### src/logic/tmr_cfg.svh
// Register indices, field positions, reset values and fixed tops of the compare-output timer.
// Byte address of a register is four times its index on a 32-bit APB bus.
`ifndef TMR_CFG_SVH
`define TMR_CFG_SVH

`define IDX_CTRL_FIRST 10'h080
`define IDX_CTRL_SECOND 10'h081
`define IDX_TICK_CTRL 10'h082
`define IDX_COUNTER 10'h084
`define IDX_CAPTURE 10'h086
`define IDX_CMP_A 10'h088
`define IDX_CMP_B 10'h08A
`define IDX_PORT 10'h08C
`define IDX_INT_STATUS 10'h090
`define IDX_INT_ENABLE 10'h091
`define IDX_INT_CLEAR 10'h092

`define CHA_MODE_HI 7
`define CHA_MODE_LO 6
`define CHB_MODE_HI 5
`define CHB_MODE_LO 4
`define WGM_LO_HI 1
`define WGM_LO_LO 0
`define WGM_HI_HI 4
`define WGM_HI_LO 3
`define TICK_RUN_BIT 8
`define PORT_A_VAL 0
`define PORT_B_VAL 1
`define PORT_A_DIR 2
`define PORT_B_DIR 3
`define ST_MATCH_A 0
`define ST_MATCH_B 1
`define ST_OVERFLOW 2

`define CTRL_RST 8'h00
`define TICK_DIV_RST 8'h00
`define CNT_RST 16'h0000
`define PORT_RST 4'h0
`define INT_RST 3'h0
`define CNT_BOTTOM 16'h0000
`define CNT_MAX 16'hFFFF
`define TOP_8BIT 16'h00FF
`define TOP_9BIT 16'h01FF
`define TOP_10BIT 16'h03FF

`endif

### src/logic/tmr_pkg.sv
// Types shared by the compare-output timer modules.
// Assumes tmr_cfg.svh supplies all numeric constants.
package tmr_pkg;

	typedef enum logic [1:0] {DIR_UP = 2'b01, DIR_DOWN = 2'b10} count_dir_t;

	typedef enum logic [3:0] {
		KIND_NORMAL = 4'b0001,
		KIND_CTC = 4'b0010,
		KIND_FAST = 4'b0100,
		KIND_DUAL = 4'b1000
	} wave_kind_t;

	typedef enum logic [2:0] {UPD_NOW = 3'b001, UPD_TOP = 3'b010, UPD_BOTTOM = 3'b100} upd_point_t;

	typedef enum logic [2:0] {OVF_MAX = 3'b001, OVF_TOP = 3'b010, OVF_BOTTOM = 3'b100} ovf_point_t;

	typedef logic [1:0] out_mode_t;

endpackage

### src/logic/wave_channel.sv
// One compare channel: the output latch and its reaction to match, BOTTOM and direction.
// Assumes tick_en is a one-cycle pulse on pclk and counter_value is the pre-step count.
`timescale 1ns/10ps
`include "tmr_cfg.svh"

module wave_channel
	import tmr_pkg::*;
(
	input wire logic pclk, // Bus clock
	input wire logic presetn, // Async reset, active low
	input wire logic tick_en, // Timer step enable
	input wire wave_kind_t kind, // Decoded waveform type
	input wire out_mode_t out_mode, // Output-mode field of this channel
	input wire logic toggle_ok, // Mode value 1 may toggle this channel
	input wire logic counting_up, // Counter direction
	input wire logic [15:0] counter_value, // Current count
	input wire logic [15:0] compare_value, // Active compare value
	input wire logic [15:0] top_value, // Current TOP
	output logic wave_level, // Output latch
	output logic connected // Waveform owns the pin
);

	logic match;
	logic at_bottom;
	logic cmp_top;
	logic cmp_bot;

	assign match = tick_en && (counter_value == compare_value);
	assign at_bottom = tick_en && (counter_value == `CNT_BOTTOM);
	assign cmp_top = (compare_value == top_value);
	assign cmp_bot = (compare_value == `CNT_BOTTOM);

	// Value 1 only counts as connected where it really toggles
	assign connected = out_mode[1] | (out_mode[0] & toggle_ok);

	always_ff @(posedge pclk or negedge presetn)
	begin
		if (!presetn)
		begin
			wave_level <= 1'b0;
		end
		else
		begin
			case (kind)
				KIND_NORMAL, KIND_CTC:
				begin
					if (match)
					begin
						case (out_mode)
							2'b01: wave_level <= ~wave_level;
							2'b10: wave_level <= 1'b0;
							2'b11: wave_level <= 1'b1;
							default: wave_level <= wave_level;
						endcase
					end
				end
				KIND_FAST:
				begin
					if (out_mode[1])
					begin
						// Match wins over BOTTOM so a zero compare keeps the level steady
						if (match && !cmp_top)
							wave_level <= out_mode[0];
						else if (at_bottom)
							wave_level <= ~out_mode[0];
					end
					else if (out_mode[0] && toggle_ok && match)
						wave_level <= ~wave_level;
				end
				KIND_DUAL:
				begin
					if (out_mode[1] && match)
					begin
						if (cmp_bot)
							wave_level <= out_mode[0];
						else if (cmp_top)
							wave_level <= ~out_mode[0];
						else if (counting_up)
							wave_level <= out_mode[0];
						else
							wave_level <= ~out_mode[0];
					end
					else if (out_mode == 2'b01 && toggle_ok && match)
						wave_level <= ~wave_level;
				end
				default: wave_level <= wave_level;
			endcase
		end
	end

	AST_START_LOW: assert property (@(posedge pclk) disable iff (!presetn)
		$rose(presetn) |-> !wave_level)
		else $error("latch not low after reset");

	AST_NONPWM_CLEAR: assert property (@(posedge pclk) disable iff (!presetn)
		(kind == KIND_NORMAL || kind == KIND_CTC) && match && out_mode == 2'b10 |=> !wave_level)
		else $error("clear on match failed");

	AST_FAST_BOTTOM_SET: assert property (@(posedge pclk) disable iff (!presetn)
		kind == KIND_FAST && out_mode == 2'b10 && at_bottom && !match |=> wave_level)
		else $error("fast pwm bottom set failed");

	AST_FAST_TOP_IGNORED: assert property (@(posedge pclk) disable iff (!presetn)
		kind == KIND_FAST && out_mode[1] && match && cmp_top && !at_bottom
		|=> wave_level == $past(wave_level))
		else $error("match at top not ignored");

	AST_DUAL_UP_DOWN: assert property (@(posedge pclk) disable iff (!presetn)
		kind == KIND_DUAL && out_mode == 2'b10 && match && !cmp_top && !cmp_bot
		|=> wave_level == !$past(counting_up))
		else $error("dual slope direction level wrong");

	AST_DUAL_EXTREME: assert property (@(posedge pclk) disable iff (!presetn)
		kind == KIND_DUAL && out_mode[1] && match && cmp_bot |=> wave_level == $past(out_mode[0]))
		else $error("dual slope bottom extreme wrong");

endmodule

### src/logic/timer_wave_top.sv
// Compare-output timer with two channels behind an APB slave.
// Assumes one clock pclk; all APB inputs are on pclk, pins only leave the block.
//
// The APB interface to the registers was chosen for this implementation.
`timescale 1ns/10ps
`include "tmr_cfg.svh"

module timer_wave_top
	import tmr_pkg::*;
(
	input wire logic pclk, // Bus and timer clock
	input wire logic presetn, // Async reset, active low
	input wire logic [11:0] paddr, // APB byte address
	input wire logic psel, // APB select
	input wire logic penable, // APB access phase
	input wire logic pwrite, // APB write
	input wire logic [31:0] pwdata, // APB write data
	output logic [31:0] prdata, // APB read data
	output logic pready, // APB ready
	output logic pslverr, // APB error on unmapped address
	output logic channel_a_wave_out, // Pin A level
	output logic channel_a_wave_oe, // Pin A driver enable
	output logic channel_b_wave_out, // Pin B level
	output logic channel_b_wave_oe, // Pin B driver enable
	output logic irq // Level interrupt
);

	logic [7:0] ctrl_first_q;
	logic [7:0] ctrl_second_q;
	logic [7:0] tick_div_q;
	logic tick_run_q;
	logic [7:0] tick_cnt_q;
	logic tick_en;
	logic [15:0] counter_q;
	count_dir_t dir_q;
	logic [15:0] capture_q;
	logic [15:0] cmp_buf_a_q;
	logic [15:0] cmp_buf_b_q;
	logic [15:0] cmp_act_a_q;
	logic [15:0] cmp_act_b_q;
	logic [3:0] port_q;
	logic [2:0] status_q;
	logic [2:0] status_d;
	logic [2:0] int_en_q;
	logic [2:0] set_ev;
	logic [2:0] clr_ev;
	logic [31:0] prdata_q;
	logic [3:0] waveform_mode_code;
	wave_kind_t kind;
	upd_point_t upd;
	ovf_point_t ovf;
	logic [15:0] top_value;
	logic tog_ok_a;
	logic tog_ok_b;
	logic at_top;
	logic at_bottom;
	logic do_update;
	logic [1:0] ch_level;
	logic [1:0] ch_conn;
	logic [9:0] idx;
	logic hit;
	logic wr_en;
	logic rd_setup;
	out_mode_t channel_a_output_mode;
	out_mode_t channel_b_output_mode;

	// APB decode: zero-wait slave, read data sampled in the setup cycle
	assign idx = paddr[11:2];
	assign wr_en = psel && penable && pwrite;
	assign rd_setup = psel && !penable && !pwrite;
	assign pready = 1'b1;
	assign prdata = prdata_q;

	always_comb
	begin
		case (idx)
			`IDX_CTRL_FIRST, `IDX_CTRL_SECOND, `IDX_TICK_CTRL, `IDX_COUNTER, `IDX_CAPTURE,
			`IDX_CMP_A, `IDX_CMP_B, `IDX_PORT, `IDX_INT_STATUS, `IDX_INT_ENABLE,
			`IDX_INT_CLEAR: hit = (paddr[1:0] == 2'b00);
			default: hit = 1'b0;
		endcase
	end

	assign pslverr = psel && penable && !hit;

	always_ff @(posedge pclk or negedge presetn)
	begin
		if (!presetn)
			prdata_q <= 32'h0000_0000;
		else if (rd_setup)
		begin
			case (idx)
				`IDX_CTRL_FIRST: prdata_q <= {24'h00_0000, ctrl_first_q};
				`IDX_CTRL_SECOND: prdata_q <= {24'h00_0000, ctrl_second_q};
				`IDX_TICK_CTRL: prdata_q <= {23'h00_0000, tick_run_q, tick_div_q};
				`IDX_COUNTER: prdata_q <= {16'h0000, counter_q};
				`IDX_CAPTURE: prdata_q <= {16'h0000, capture_q};
				`IDX_CMP_A: prdata_q <= {16'h0000, cmp_buf_a_q};
				`IDX_CMP_B: prdata_q <= {16'h0000, cmp_buf_b_q};
				`IDX_PORT: prdata_q <= {28'h000_0000, port_q};
				`IDX_INT_STATUS: prdata_q <= {29'h0000_0000, status_q};
				`IDX_INT_ENABLE: prdata_q <= {29'h0000_0000, int_en_q};
				default: prdata_q <= 32'h0000_0000;
			endcase
		end
	end

	// Control registers; unused bits are never stored so they read as zero
	always_ff @(posedge pclk or negedge presetn)
	begin
		if (!presetn)
		begin
			ctrl_first_q <= `CTRL_RST;
			ctrl_second_q <= `CTRL_RST;
		end
		else if (wr_en && idx == `IDX_CTRL_FIRST && hit)
			ctrl_first_q <= {pwdata[7:4], 2'b00, pwdata[1:0]};
		else if (wr_en && idx == `IDX_CTRL_SECOND && hit)
			ctrl_second_q <= {3'b000, pwdata[`WGM_HI_HI:`WGM_HI_LO], 3'b000};
	end

	always_ff @(posedge pclk or negedge presetn)
	begin
		if (!presetn)
		begin
			tick_div_q <= `TICK_DIV_RST;
			tick_run_q <= 1'b0;
		end
		else if (wr_en && idx == `IDX_TICK_CTRL && hit)
		begin
			tick_div_q <= pwdata[7:0];
			tick_run_q <= pwdata[`TICK_RUN_BIT];
		end
	end

	always_ff @(posedge pclk or negedge presetn)
	begin
		if (!presetn)
		begin
			capture_q <= `CNT_RST;
			cmp_buf_a_q <= `CNT_RST;
			cmp_buf_b_q <= `CNT_RST;
			port_q <= `PORT_RST;
			int_en_q <= `INT_RST;
		end
		else if (wr_en && hit)
		begin
			case (idx)
				`IDX_CAPTURE: capture_q <= pwdata[15:0];
				`IDX_CMP_A: cmp_buf_a_q <= pwdata[15:0];
				`IDX_CMP_B: cmp_buf_b_q <= pwdata[15:0];
				`IDX_PORT: port_q <= pwdata[3:0];
				`IDX_INT_ENABLE: int_en_q <= pwdata[2:0];
				default: port_q <= port_q;
			endcase
		end
	end

	// Timer tick: a divided enable, never a second clock
	assign tick_en = tick_run_q && (tick_cnt_q == 8'h00);

	always_ff @(posedge pclk or negedge presetn)
	begin
		if (!presetn)
			tick_cnt_q <= 8'h00;
		else if (!tick_run_q || tick_cnt_q == 8'h00)
			tick_cnt_q <= tick_div_q;
		else
			tick_cnt_q <= tick_cnt_q - 8'h01;
	end

	// Mode decode
	assign channel_a_output_mode = ctrl_first_q[`CHA_MODE_HI:`CHA_MODE_LO];
	assign channel_b_output_mode = ctrl_first_q[`CHB_MODE_HI:`CHB_MODE_LO];
	assign waveform_mode_code = {ctrl_second_q[`WGM_HI_HI:`WGM_HI_LO],
		ctrl_first_q[`WGM_LO_HI:`WGM_LO_LO]};

	always_comb
	begin
		kind = KIND_NORMAL;
		upd = UPD_NOW;
		ovf = OVF_MAX;
		top_value = `CNT_MAX;
		case (waveform_mode_code)
			4'd1: begin kind = KIND_DUAL; upd = UPD_TOP; ovf = OVF_BOTTOM; top_value = `TOP_8BIT; end
			4'd2: begin kind = KIND_DUAL; upd = UPD_TOP; ovf = OVF_BOTTOM; top_value = `TOP_9BIT; end
			4'd3: begin kind = KIND_DUAL; upd = UPD_TOP; ovf = OVF_BOTTOM; top_value = `TOP_10BIT; end
			4'd4: begin kind = KIND_CTC; top_value = cmp_act_a_q; end
			4'd5: begin kind = KIND_FAST; upd = UPD_BOTTOM; ovf = OVF_TOP; top_value = `TOP_8BIT; end
			4'd6: begin kind = KIND_FAST; upd = UPD_BOTTOM; ovf = OVF_TOP; top_value = `TOP_9BIT; end
			4'd7: begin kind = KIND_FAST; upd = UPD_BOTTOM; ovf = OVF_TOP; top_value = `TOP_10BIT; end
			4'd8: begin kind = KIND_DUAL; upd = UPD_BOTTOM; ovf = OVF_BOTTOM; top_value = capture_q; end
			4'd9: begin kind = KIND_DUAL; upd = UPD_BOTTOM; ovf = OVF_BOTTOM; top_value = cmp_act_a_q; end
			4'd10: begin kind = KIND_DUAL; upd = UPD_TOP; ovf = OVF_BOTTOM; top_value = capture_q; end
			4'd11: begin kind = KIND_DUAL; upd = UPD_TOP; ovf = OVF_BOTTOM; top_value = cmp_act_a_q; end
			4'd12: begin kind = KIND_CTC; top_value = capture_q; end
			4'd14: begin kind = KIND_FAST; upd = UPD_BOTTOM; ovf = OVF_TOP; top_value = capture_q; end
			4'd15: begin kind = KIND_FAST; upd = UPD_BOTTOM; ovf = OVF_TOP; top_value = cmp_act_a_q; end
			default: kind = KIND_NORMAL;
		endcase
	end

	// Toggle on value 1 is a channel A privilege in the PWM kinds
	always_comb
	begin
		case (kind)
			KIND_FAST: tog_ok_a = (waveform_mode_code == 4'd14) || (waveform_mode_code == 4'd15);
			KIND_DUAL: tog_ok_a = (waveform_mode_code == 4'd9) || (waveform_mode_code == 4'd11);
			default: tog_ok_a = 1'b1;
		endcase
	end

	assign tog_ok_b = (kind == KIND_NORMAL) || (kind == KIND_CTC);

	assign at_top = (counter_q == top_value);
	assign at_bottom = (counter_q == `CNT_BOTTOM);

	// Counter; a TOP below the count lets it run through MAX before it meets TOP again
	always_ff @(posedge pclk or negedge presetn)
	begin
		if (!presetn)
		begin
			counter_q <= `CNT_RST;
			dir_q <= DIR_UP;
		end
		else if (tick_en)
		begin
			case (dir_q)
				DIR_UP:
				begin
					if (at_top && kind == KIND_DUAL && !at_bottom)
					begin
						counter_q <= counter_q - 16'h0001;
						dir_q <= DIR_DOWN;
					end
					else if (at_top)
						counter_q <= `CNT_BOTTOM;
					else
						counter_q <= counter_q + 16'h0001;
				end
				DIR_DOWN:
				begin
					if (kind != KIND_DUAL || at_bottom)
					begin
						counter_q <= counter_q + 16'h0001;
						dir_q <= DIR_UP;
					end
					else
						counter_q <= counter_q - 16'h0001;
				end
				default: dir_q <= DIR_UP;
			endcase
		end
	end

	// Double-buffered compare values
	always_comb
	begin
		case (upd)
			UPD_TOP: do_update = tick_en && at_top;
			UPD_BOTTOM: do_update = tick_en && at_bottom;
			default: do_update = 1'b1;
		endcase
	end

	always_ff @(posedge pclk or negedge presetn)
	begin
		if (!presetn)
		begin
			cmp_act_a_q <= `CNT_RST;
			cmp_act_b_q <= `CNT_RST;
		end
		else if (do_update)
		begin
			cmp_act_a_q <= cmp_buf_a_q;
			cmp_act_b_q <= cmp_buf_b_q;
		end
	end

	// Sticky flags; a set in the same cycle as a clear wins
	assign set_ev[`ST_MATCH_A] = tick_en && (counter_q == cmp_act_a_q);
	assign set_ev[`ST_MATCH_B] = tick_en && (counter_q == cmp_act_b_q);
	assign set_ev[`ST_OVERFLOW] = tick_en && ((ovf == OVF_MAX && counter_q == `CNT_MAX) ||
		(ovf == OVF_TOP && at_top) || (ovf == OVF_BOTTOM && at_bottom));
	assign clr_ev = (wr_en && idx == `IDX_INT_CLEAR && hit) ? pwdata[2:0] : 3'b000;
	assign status_d = (status_q & ~clr_ev) | set_ev;

	always_ff @(posedge pclk or negedge presetn)
	begin
		if (!presetn)
			status_q <= `INT_RST;
		else
			status_q <= status_d;
	end

	assign irq = |(status_q & int_en_q);

	// One unit per channel; only channel A may earn the value-1 toggle in the PWM kinds
	for (genvar ch = 0; ch < 2; ch++)
	begin : g_chan
		wave_channel u_chan (
			.pclk(pclk),
			.presetn(presetn),
			.tick_en(tick_en),
			.kind(kind),
			.out_mode((ch == 0) ? channel_a_output_mode : channel_b_output_mode),
			.toggle_ok((ch == 0) ? tog_ok_a : tog_ok_b),
			.counting_up(dir_q == DIR_UP),
			.counter_value(counter_q),
			.compare_value((ch == 0) ? cmp_act_a_q : cmp_act_b_q),
			.top_value(top_value),
			.wave_level(ch_level[ch]),
			.connected(ch_conn[ch])
		);
	end

	// Pins: waveform overrides port value, direction bit alone enables the driver
	assign channel_a_wave_out = ch_conn[0] ? ch_level[0] : port_q[`PORT_A_VAL];
	assign channel_b_wave_out = ch_conn[1] ? ch_level[1] : port_q[`PORT_B_VAL];
	assign channel_a_wave_oe = port_q[`PORT_A_DIR];
	assign channel_b_wave_oe = port_q[`PORT_B_DIR];

	AST_TICK_GATES_COUNT: assert property (@(posedge pclk) disable iff (!presetn)
		!tick_en |=> counter_q == $past(counter_q))
		else $error("counter moved without tick");
	AST_PFC_BOTTOM_UPDATE: assert property (@(posedge pclk) disable iff (!presetn)
		(waveform_mode_code == 4'd8 || waveform_mode_code == 4'd9) && tick_en && at_top &&
		!at_bottom |=> cmp_act_b_q == $past(cmp_act_b_q))
		else $error("pfc compare updated at top");
	AST_BOTTOM_OVERFLOW: assert property (@(posedge pclk) disable iff (!presetn)
		kind == KIND_DUAL && tick_en && at_bottom |=> status_q[`ST_OVERFLOW])
		else $error("overflow flag not raised at bottom");
	AST_CTRL_UNUSED_ZERO: assert property (@(posedge pclk) disable iff (!presetn)
		wr_en && idx == `IDX_CTRL_FIRST && hit |=> ctrl_first_q[3:2] == 2'b00 &&
		ctrl_first_q[7:4] == $past(pwdata[7:4]))
		else $error("first control write wrong");
	AST_PIN_FOLLOWS_WAVE: assert property (@(posedge pclk) disable iff (!presetn)
		ch_conn[0] |-> channel_a_wave_out == ch_level[0])
		else $error("pin A not overridden");
	AST_OE_IS_DIRECTION: assert property (@(posedge pclk) disable iff (!presetn)
		channel_b_wave_oe == port_q[`PORT_B_DIR])
		else $error("pin B driver enable wrong");
	AST_FAST_TOGGLE_OFF: assert property (@(posedge pclk) disable iff (!presetn)
		kind == KIND_FAST && channel_a_output_mode == 2'b01 && waveform_mode_code < 4'd14
		|-> !ch_conn[0] && channel_a_wave_out == port_q[`PORT_A_VAL])
		else $error("fast toggle connected in wrong mode");
	AST_DUAL_TOGGLE_B_OFF: assert property (@(posedge pclk) disable iff (!presetn)
		kind == KIND_DUAL && channel_b_output_mode == 2'b01 |-> !ch_conn[1])
		else $error("channel B toggle connected in dual slope");
	AST_MODE_TOP_SOURCE: assert property (@(posedge pclk) disable iff (!presetn)
		waveform_mode_code == 4'd14 |-> top_value == capture_q && kind == KIND_FAST)
		else $error("mode 14 decode wrong");

endmodule

### config.mk
export PLATFORM = sky130hd
export DESIGN_NAME = timer_wave_top
export DESIGN_NICKNAME = d
export VERILOG_FILES = /design/src/logic/tmr_pkg.sv /design/src/logic/wave_channel.sv /design/src/logic/timer_wave_top.sv
export VERILOG_INCLUDE_DIRS = /design/src /design/src/logic
export SDC_FILE = /design/constraint.sdc
export NUM_CORES = 1
export LEC_CHECK = 0
export ABC_AREA = 1
export BUFFER_PORTS_ARGS = -buffer_cell sky130_fd_sc_hd__buf_2
export CORE_MARGIN = 4
export CORE_UTILIZATION = 61
export DETAILED_ROUTE_END_ITERATION = 6
export GPL_TIMING_DRIVEN = 0
export HOLD_SLACK_MARGIN = 0.06
export PLACE_DENSITY = 0.81
export SETUP_SLACK_MARGIN = 0.15
export SYNTH_ARGS = -nofsm -noshare
export SYNTH_HDL_FRONTEND = slang
export SYNTH_SLANG_ARGS = --single-unit
### constraint.sdc
create_clock -name pclk -period 3.3 [get_ports pclk]
set_input_delay 0.165 -clock pclk [delete_from_list [all_inputs] [get_ports pclk]]
set_output_delay 0.165 -clock pclk [all_outputs]
set_load 0.02 [all_outputs]
==> metrics.txt, run 1 <==
Seq cells post-synth=around 150; Die W=135 microns; Yosys top cell area share=about two fifths; crit-path max FO=10; Async SR Flop Fraction=100%; I/O Pins=88; total CTS buffers=17; dpl hpwl=26600 microns; Sink Count=~150; final instance area=about 0.011 sq mm; crit path buf inv count=5; wire length per cell=~20 microns; largest family of logic cells by synthesized area=simple AND/OR/NAND/NOR gates; Final ANT Viol Nets=0; routability-driven placement congestion ratio=~1; violated checks=design-rule violations; Least-Margin Pin Slew=around 0.92 ns; DRT Wirelength=between 30000 and 40000 microns; mux cell area share after synthesis=0%; M3 GR Usage=under 10%; GRT overflow=0; initial antenna violation count=1; Tmin final=about 3.0 ns; crit-path cells=inv_2 > nor2_1 > nand2_2 > nand2_4 > buf_6 > nand2_1 > nand3_1 > xor2_1 > inv_1 > nand4_1 > nor2_1 > nand2_2 > buf_6 > inv_2 > nand2_2 > nand2_2 > o211ai_1 > nand2_1; Max Cap Viol=0; register-to-register setup slack=about 0.33 ns; ant diodes=0; fill count=1377; Iter 0 DRT Violations=approximately 1200; Post-Synth Simple-Gate Area=31.6%; Place WS=-0.0235 ns; Synth Area in XOR/XNOR=about 5%; CTS max path bufs=2; crit end category=register; synth warn=0; cells taking the most area after synthesis=dfrtp_1 (38%), nand2_1 (16%), inv_1 (6.1%), o21ai_0 (6.1%), nor2_1 (5.0%); Max IR drop VDD=0.000345 V; ratio of cells with drive above 1 in the final layout=10.4%; postcts setup bufs=0; core area=0.0159 sq mm; final slew viol count=0; Fin Setup TNS=0 ns; outcome=finished, violations left; final total power=a little over 4 mW; Worst-path clk slew=about 0.07 ns; vias per cell=5.89; Pre-antenna DRT Iters=7; grt met1 use=49.3%; Max Freq=337 MHz; met2 Track Usage GR=between 60% and 70%; largest area contributor in the netlist=dfrtp_1; IO Port Bufs=between 50 and 60; drt drc=4; FP Rows=46; CP Launch Type=register; Via Count=a little over 10000; number of global-route vias before repair=10100; leakage power=between 5 and 6 nW; placed cell area=approximately 0.010 sq mm; slowest cell on the critical path=dfrtp_1; Setup-failing EPs final=0; Setup WS post-layout=0.333 ns; Multi-input gate area=between 0.005 and 0.006 sq mm; Setup CP Type=reg -> reg; most used cell, CP=nand2_2; CTS root buf=clkbuf_16; syn_area_per_cell=6.91 sq um; unrepaired setup endpoints after global routing=no; sequential cell area=roughly 0.0038 sq mm; Mapped Area=~0.0099 sq mm; sequential area share after synthesis=between 30% and 40%; pin count of the biggest net entering global routing=82; Layout area overhead=14.4%; synth unique cells=46; Post-Syn Instances=between 1000 and 1500; first-pass GRT wire length=approximately 54000 microns; Synth Area in Compound Gates=roughly 14%; Slew Limit Headroom=between 30% and 40%; Fin Clk Skew=between 0.008 and 0.009 ns; NumNets Final=roughly 1600; Critical Path RT=3.61 ns; Top FF cell, synth=dfrtp_1; TritonCTS clock tree=done; gr busiest metal=met2; Hold Vio Cnt, Final=0; family with the most delay on the worst path=simple AND/OR/NAND/NOR gates; die height=between 100 and 150 microns; Largest stage delay, worst path=a little over 0.5 ns; number of flops mapped to enable cells by yosys=0; GRT Util Overall=between 30% and 40%; H-tree Lvls=4; PwrDens=around 360 mW/mm^2; Clk Latency, worst-skew pair=between 0.4 and 0.5 ns; Synth Area in Adders=a little over 1%; CP Data Arrival Time=roughly 3.3 ns; period utilisation layout=~90%; area of the die=~0.018 sq mm; Starting Density=between 60% and 70%; Hold Crit Class=in -> reg
-- registers in the layout, indices dropped and copies added (netlist names) --
signal / count
tick_cnt_q: 8
g_chan.u_chan.wave_level: 2
dir_q: 2
tick_div_q: 8
prdata: 16
port_q: 4
ctrl_first_q: 6
ctrl_second_q: 2
cmp_act_a_q: 16
int_en_q: 3
counter_q: 16
capture_q: 16
status_q: 3
tick_run_q: 1
cmp_act_b_q: 16
cmp_buf_a_q: 16
cmp_buf_b_q: 16
-- cell type report --
class	instances	area share [%]
buffer	68	3.29
sequential	151	33.5
multi-input combinational	1051	45.7
timing repair buffer	70	4.07
inverter	171	5.69
clock buffer	19	3.93
clock inverter	13	1.43
tap	216	2.39
-- synthesized netlist by cell type, drive strengths merged (7+ instances only) --
master	n
a21oi	34
a221oi	7
buf	38
clkbuf	30
dfrtp	150
ha	8
inv	168
nand2	433
nand3	68
nand4	44
nor2	136
nor3	25
nor4	15
o21ai	160
o22ai	10
xnor2	8
xor2	49
-- worst register-to-register path: stages (launching register included) --
cell	delay (ns)
dfrtp_1	0.51
inv_2	0.10
nor2_1	0.13
nand2_2	0.10
nand2_4	0.15
buf_6	0.17
nand2_1	0.08
nand3_1	0.15
xor2_1	0.29
inv_1	0.07
nand4_1	0.08
nor2_1	0.05
nand2_2	0.13
buf_6	0.17
inv_2	0.06
nand2_2	0.10
nand2_2	0.12
o211ai_1	0.28
nand2_1	0.09
-- metrics by stage --
step / util, % / cells / hold WS (ns)
after global routing: 71.0 / 1759 / 0.0985
after floorplan: - / 1441 / -0.131
final: 71.0 / 1759 / 0.0643
after detailed placement: 66.0 / 1711 / 0.225
after CTS: 70.8 / 1759 / 0.0634
after global placement: 65.8 / 1710 / 0.384
-- where the power goes --
part / switching [mW] / total [mW] / internal [mW]
sequential: 0.000293 / 1.85 / 1.85
combinational: 0.104 / 0.156 / 0.0512
clock: 0.871 / 2.03 / 1.16
-- per-layer routing --
layer | up-vias | part of all wire, % | wire (microns)
met1 | 4782 | 39 | 13400
met5 | - | 0.041 | 14
met4 | 2 | 6.4 | 2190
met3 | 153 | 8.7 | 3000
li1 | 4798 | - | -
met2 | 628 | 46 | 15900
-- worst paths after layout --
check	depth (start not counted)	start	end
max in group asynchronous	3	presetn	port_q[0]
max reg2reg	18	ctrl_second_q[3]	counter_q[1]
min reg2reg	1	tick_cnt_q[0]	tick_cnt_q[0]
min	3	pwdata[2]	cmp_buf_b_q[2]
min in group asynchronous	2	presetn	counter_q[2]
max	18	ctrl_second_q[3]	counter_q[1]
-- layout by cell type, fill, tap and decap left out, types with 23 or more instances in the layout --
cell type / count
nand3_1: 59
inv_1: 160
nand2_1: 424
clkbuf_1: 30
buf_2: 63
o21ai_1: 38
dfrtp_1: 150
nand4_1: 44
o21ai_0: 120
a21oi_1: 34
nor3_1: 23
xor2_1: 48
nor2_1: 131
-- cell families after synthesis --
group                    count (synthesis)
AO/OA/AOI/OAI                          242
XOR/XNOR                                57
adder cells (fa/ha/maj)                  8
buffers and inverters                  239
flip-flops                             151
other                                    2
AND/OR/NAND/NOR                        727
-- repair_timing --
item	CTS	global route
hold endpoints to repair	103	0
setup endpoints to repair	33	43
hold buffers	16	0
resized for setup	1	7
(Power assumes the default switching activity.)
==> run 2: changes to the inputs <==
--- a/config.mk
+++ b/config.mk
@@ -8,12 +8,13 @@
 export LEC_CHECK = 0
 export ABC_AREA = 1
 export BUFFER_PORTS_ARGS = -buffer_cell sky130_fd_sc_hd__buf_2
-export CORE_MARGIN = 4
-export CORE_UTILIZATION = 61
+export CORE_MARGIN = 10
+export CORE_UTILIZATION = 62
+export CTS_BUF_LIST = sky130_fd_sc_hd__clkbuf_8
 export DETAILED_ROUTE_END_ITERATION = 6
 export GPL_TIMING_DRIVEN = 0
 export HOLD_SLACK_MARGIN = 0.06
-export PLACE_DENSITY = 0.81
+export PLACE_DENSITY = 0.83
 export SETUP_SLACK_MARGIN = 0.15
 export SYNTH_ARGS = -nofsm -noshare
 export SYNTH_HDL_FRONTEND = slang
==> metrics.txt, run 2 (synthesized netlist as in run 1, its figures left out) <==
outcome=finished, violations left; violated checks=design-rule violations; Pre-antenna DRT Iters=7 (unchanged); crit-path max FO=10 (unchanged); crit-path cells=inv_2 > nor2_1 > nand2_2 > nand3_1 > buf_4 > nand3_2 > xor2_1 > inv_1 > nor2_1 > nand3_1 > nor2_1 > nand2_2 > o21ai_2 > nor2_1 > o21a_1; switching part of the total=25.2% (+1.1 points); min-delay src=penable; H-tree Lvls=4 (unchanged); wire length per cell=18.9 microns (-3.7%); dpl hpwl=25400 microns (-4.7%); clock power share=42.8% (-7.5 points); worst r2r src=ctrl_second_q[3]; Clk Latency, worst-skew pair=0.48 ns (+0.05 ns); die height=146 microns (+8.1%); Max Freq=340 MHz (+0.87%); Die W=146 microns (+8.1%); Flop pwr share=52.7% (+6.9 points); crit end category=register; Hold Crit Class=in -> reg; routability-driven placement congestion ratio=1.08 (+7.9%); Int Power=2.62 mW (-14%); first-pass GRT wire length=52500 microns (-2.7%); combinational share of power=4.5% (+0.6 points); TritonCTS clock tree=done; fill count=1310 (-4.9%); pin count of the biggest net entering global routing=104 (+27%); drt drc=2 (-2); placed cell area=0.0105 sq mm (unchanged); core area=0.0157 sq mm (-1.1%); postcts setup bufs=0 (unchanged); Largest stage delay, worst path=0.47 ns (-0.04 ns); number of global-route vias before repair=9954 (-0.97%); slowest cell on the critical path=dfrtp_1; IO Port Bufs=53 (unchanged); CTS root buf=clkbuf_8; Critical Path RT=3.67 ns (+0.06 ns); Via Count=10500 (+1.4%); Final ANT Viol Nets=0 (unchanged); Fin Clk Skew=0.0114 ns (+0.00294 ns); GRT Util Overall=30.7% (-8.0 points); final instance area=0.0111 sq mm (-1.9%); Fin Setup TNS=0 ns (unchanged); crit path from=ctrl_second_q[3]; DRT Wirelength=33200 microns (-3.7%); Max Cap Viol=0 (unchanged); Layout area overhead=12.3%; Slew Limit Headroom=30.8% (-7.3 points); ant diodes=0 (unchanged); CP Launch Type=register; Sink Count=151 (unchanged); Tmin final=2.94 ns (-0.0255 ns); post-layout util=70.5% (-0.56 points); CTS max path bufs=2 (unchanged); leading cell type in the layout, fill and taps excluded=nand2_1; final slew viol count=0 (unchanged); area of the die=0.0213 sq mm (+17%); sequential cell area=0.00378 sq mm (unchanged); Starting Density=62.8% (+0.68 points); leakage power=5.42 nW (-1.6%); Setup-failing EPs final=0 (unchanged); CP Data Arrival Time=3.31 ns (+0.03 ns); Multi-input gate area=0.00514 sq mm (-0.39%); commonest non-fill, non-tap cells in the layout=nand2_1 (424), inv_1 (160), dfrtp_1 (150); NumNets Final=1588 (+0.063%); Setup CP Type=reg -> reg; vias per cell=5.97 (+1.4%); total CTS buffers=17 (unchanged); unrepaired setup endpoints after global routing=no; I/O Pins=88 (unchanged); Least-Margin Pin Slew=1.03 ns (+0.108 ns); PwrDens=317 mW/mm^2 (-11%); initial antenna violation count=0 (-1); Hold Vio Cnt, Final=0 (unchanged); period utilisation layout=89.1% (-0.77 points); switching pwr=0.886 mW (-9.2%); FP Rows=46 (unchanged); ratio of cells with drive above 1 in the final layout=10.2% (-0.19 points); Iter 0 DRT Violations=1683 (+35%); GRT overflow=0 (unchanged); Worst-path clk slew=0.09 ns (+0.02 ns); most used cell, CP=nor2_1; Max IR drop VDD=0.000284 V (-18%)
==> run 2: cell count changes in the layout (fill, tap and decap cells not counted), moves of 2 or more <==
cell	delta
clkbuf_16	-17
clkbuf_8	+18
clkinv_2	+2
inv_6	-2
==> run 2: stage by stage <==
stage               setup WS [ns]  hold WS (ns)  std cells  total power, mW
finish                      0.359         0.127       1759             3.51
global route                0.158         0.116       1759             3.60
CTS                         0.164        0.0950       1759             3.50
detailed placement        -0.0361         0.149       1711             2.03
global placement           -0.142         0.378       1710             2.02
floorplan                   0.947        -0.131       1441             1.95
==> run 2: worst max-delay path, delay by kind of cell, from the launching register on <==
family                    cells  cell delay [ns]
and+or+nand+nor               9             1.12
AOI/OAI and AO/OA             2             0.51
DFF                           1             0.47
buffers and inverters         3             0.42
xor gates and xnor gates      1             0.32
==> run 2: layout make-up <==
type	instances	area share (%)
well taps	216	2.44
inverters	171	5.80
repair buffers	71	4.24
multi-input cells	1051	46.4
clock inverters	12	1.30
plain buffers	68	3.34
flip-flops and latches	151	34.1
clock buffers	19	2.36
==> run 2: per-layer routing <==
metal  up-vias  GRT usage [%]  routed length [microns]
met4         0           18.9                     2120
li1       4799              -                        -
met1      4800           37.8                    12500
met5         -              0                        0
met2       737           48.6                    15100
met3       167           6.06                     3470
==> run 2: path summary, 6_finish.rpt <==
kind | end | slack (ns) | cells past startpoint
min in group asynchronous | counter_q[3] | 0.21 | 2
worst min-delay path | prdata[9] | 0.13 | 4
worst max register to register | counter_q[12] | 0.36 | 15
max in group asynchronous | port_q[3] | 2.20 | 3
worst max-delay path | counter_q[12] | 0.36 | 15
worst min register to register | tick_cnt_q[0] | 0.47 | 1
==> run 2: timing repair <==
action	4_1_cts	5_1_grt
setup endpoints to repair	31	34
resized for setup	1	2
hold endpoints to repair	106	0
hold buffers	17	0
pin swaps	0	0
==> run 2: power by group through the flow <==
stage                     Clock, mW  Combinational [mW]  Sequential [mW]
final                          1.50               0.156             1.85
after global routing           1.58               0.173             1.85
after CTS                      1.49               0.155             1.85
after detailed placement          0               0.139             1.89
after global placement            0               0.132             1.89
after floorplan                   0              0.0596             1.89
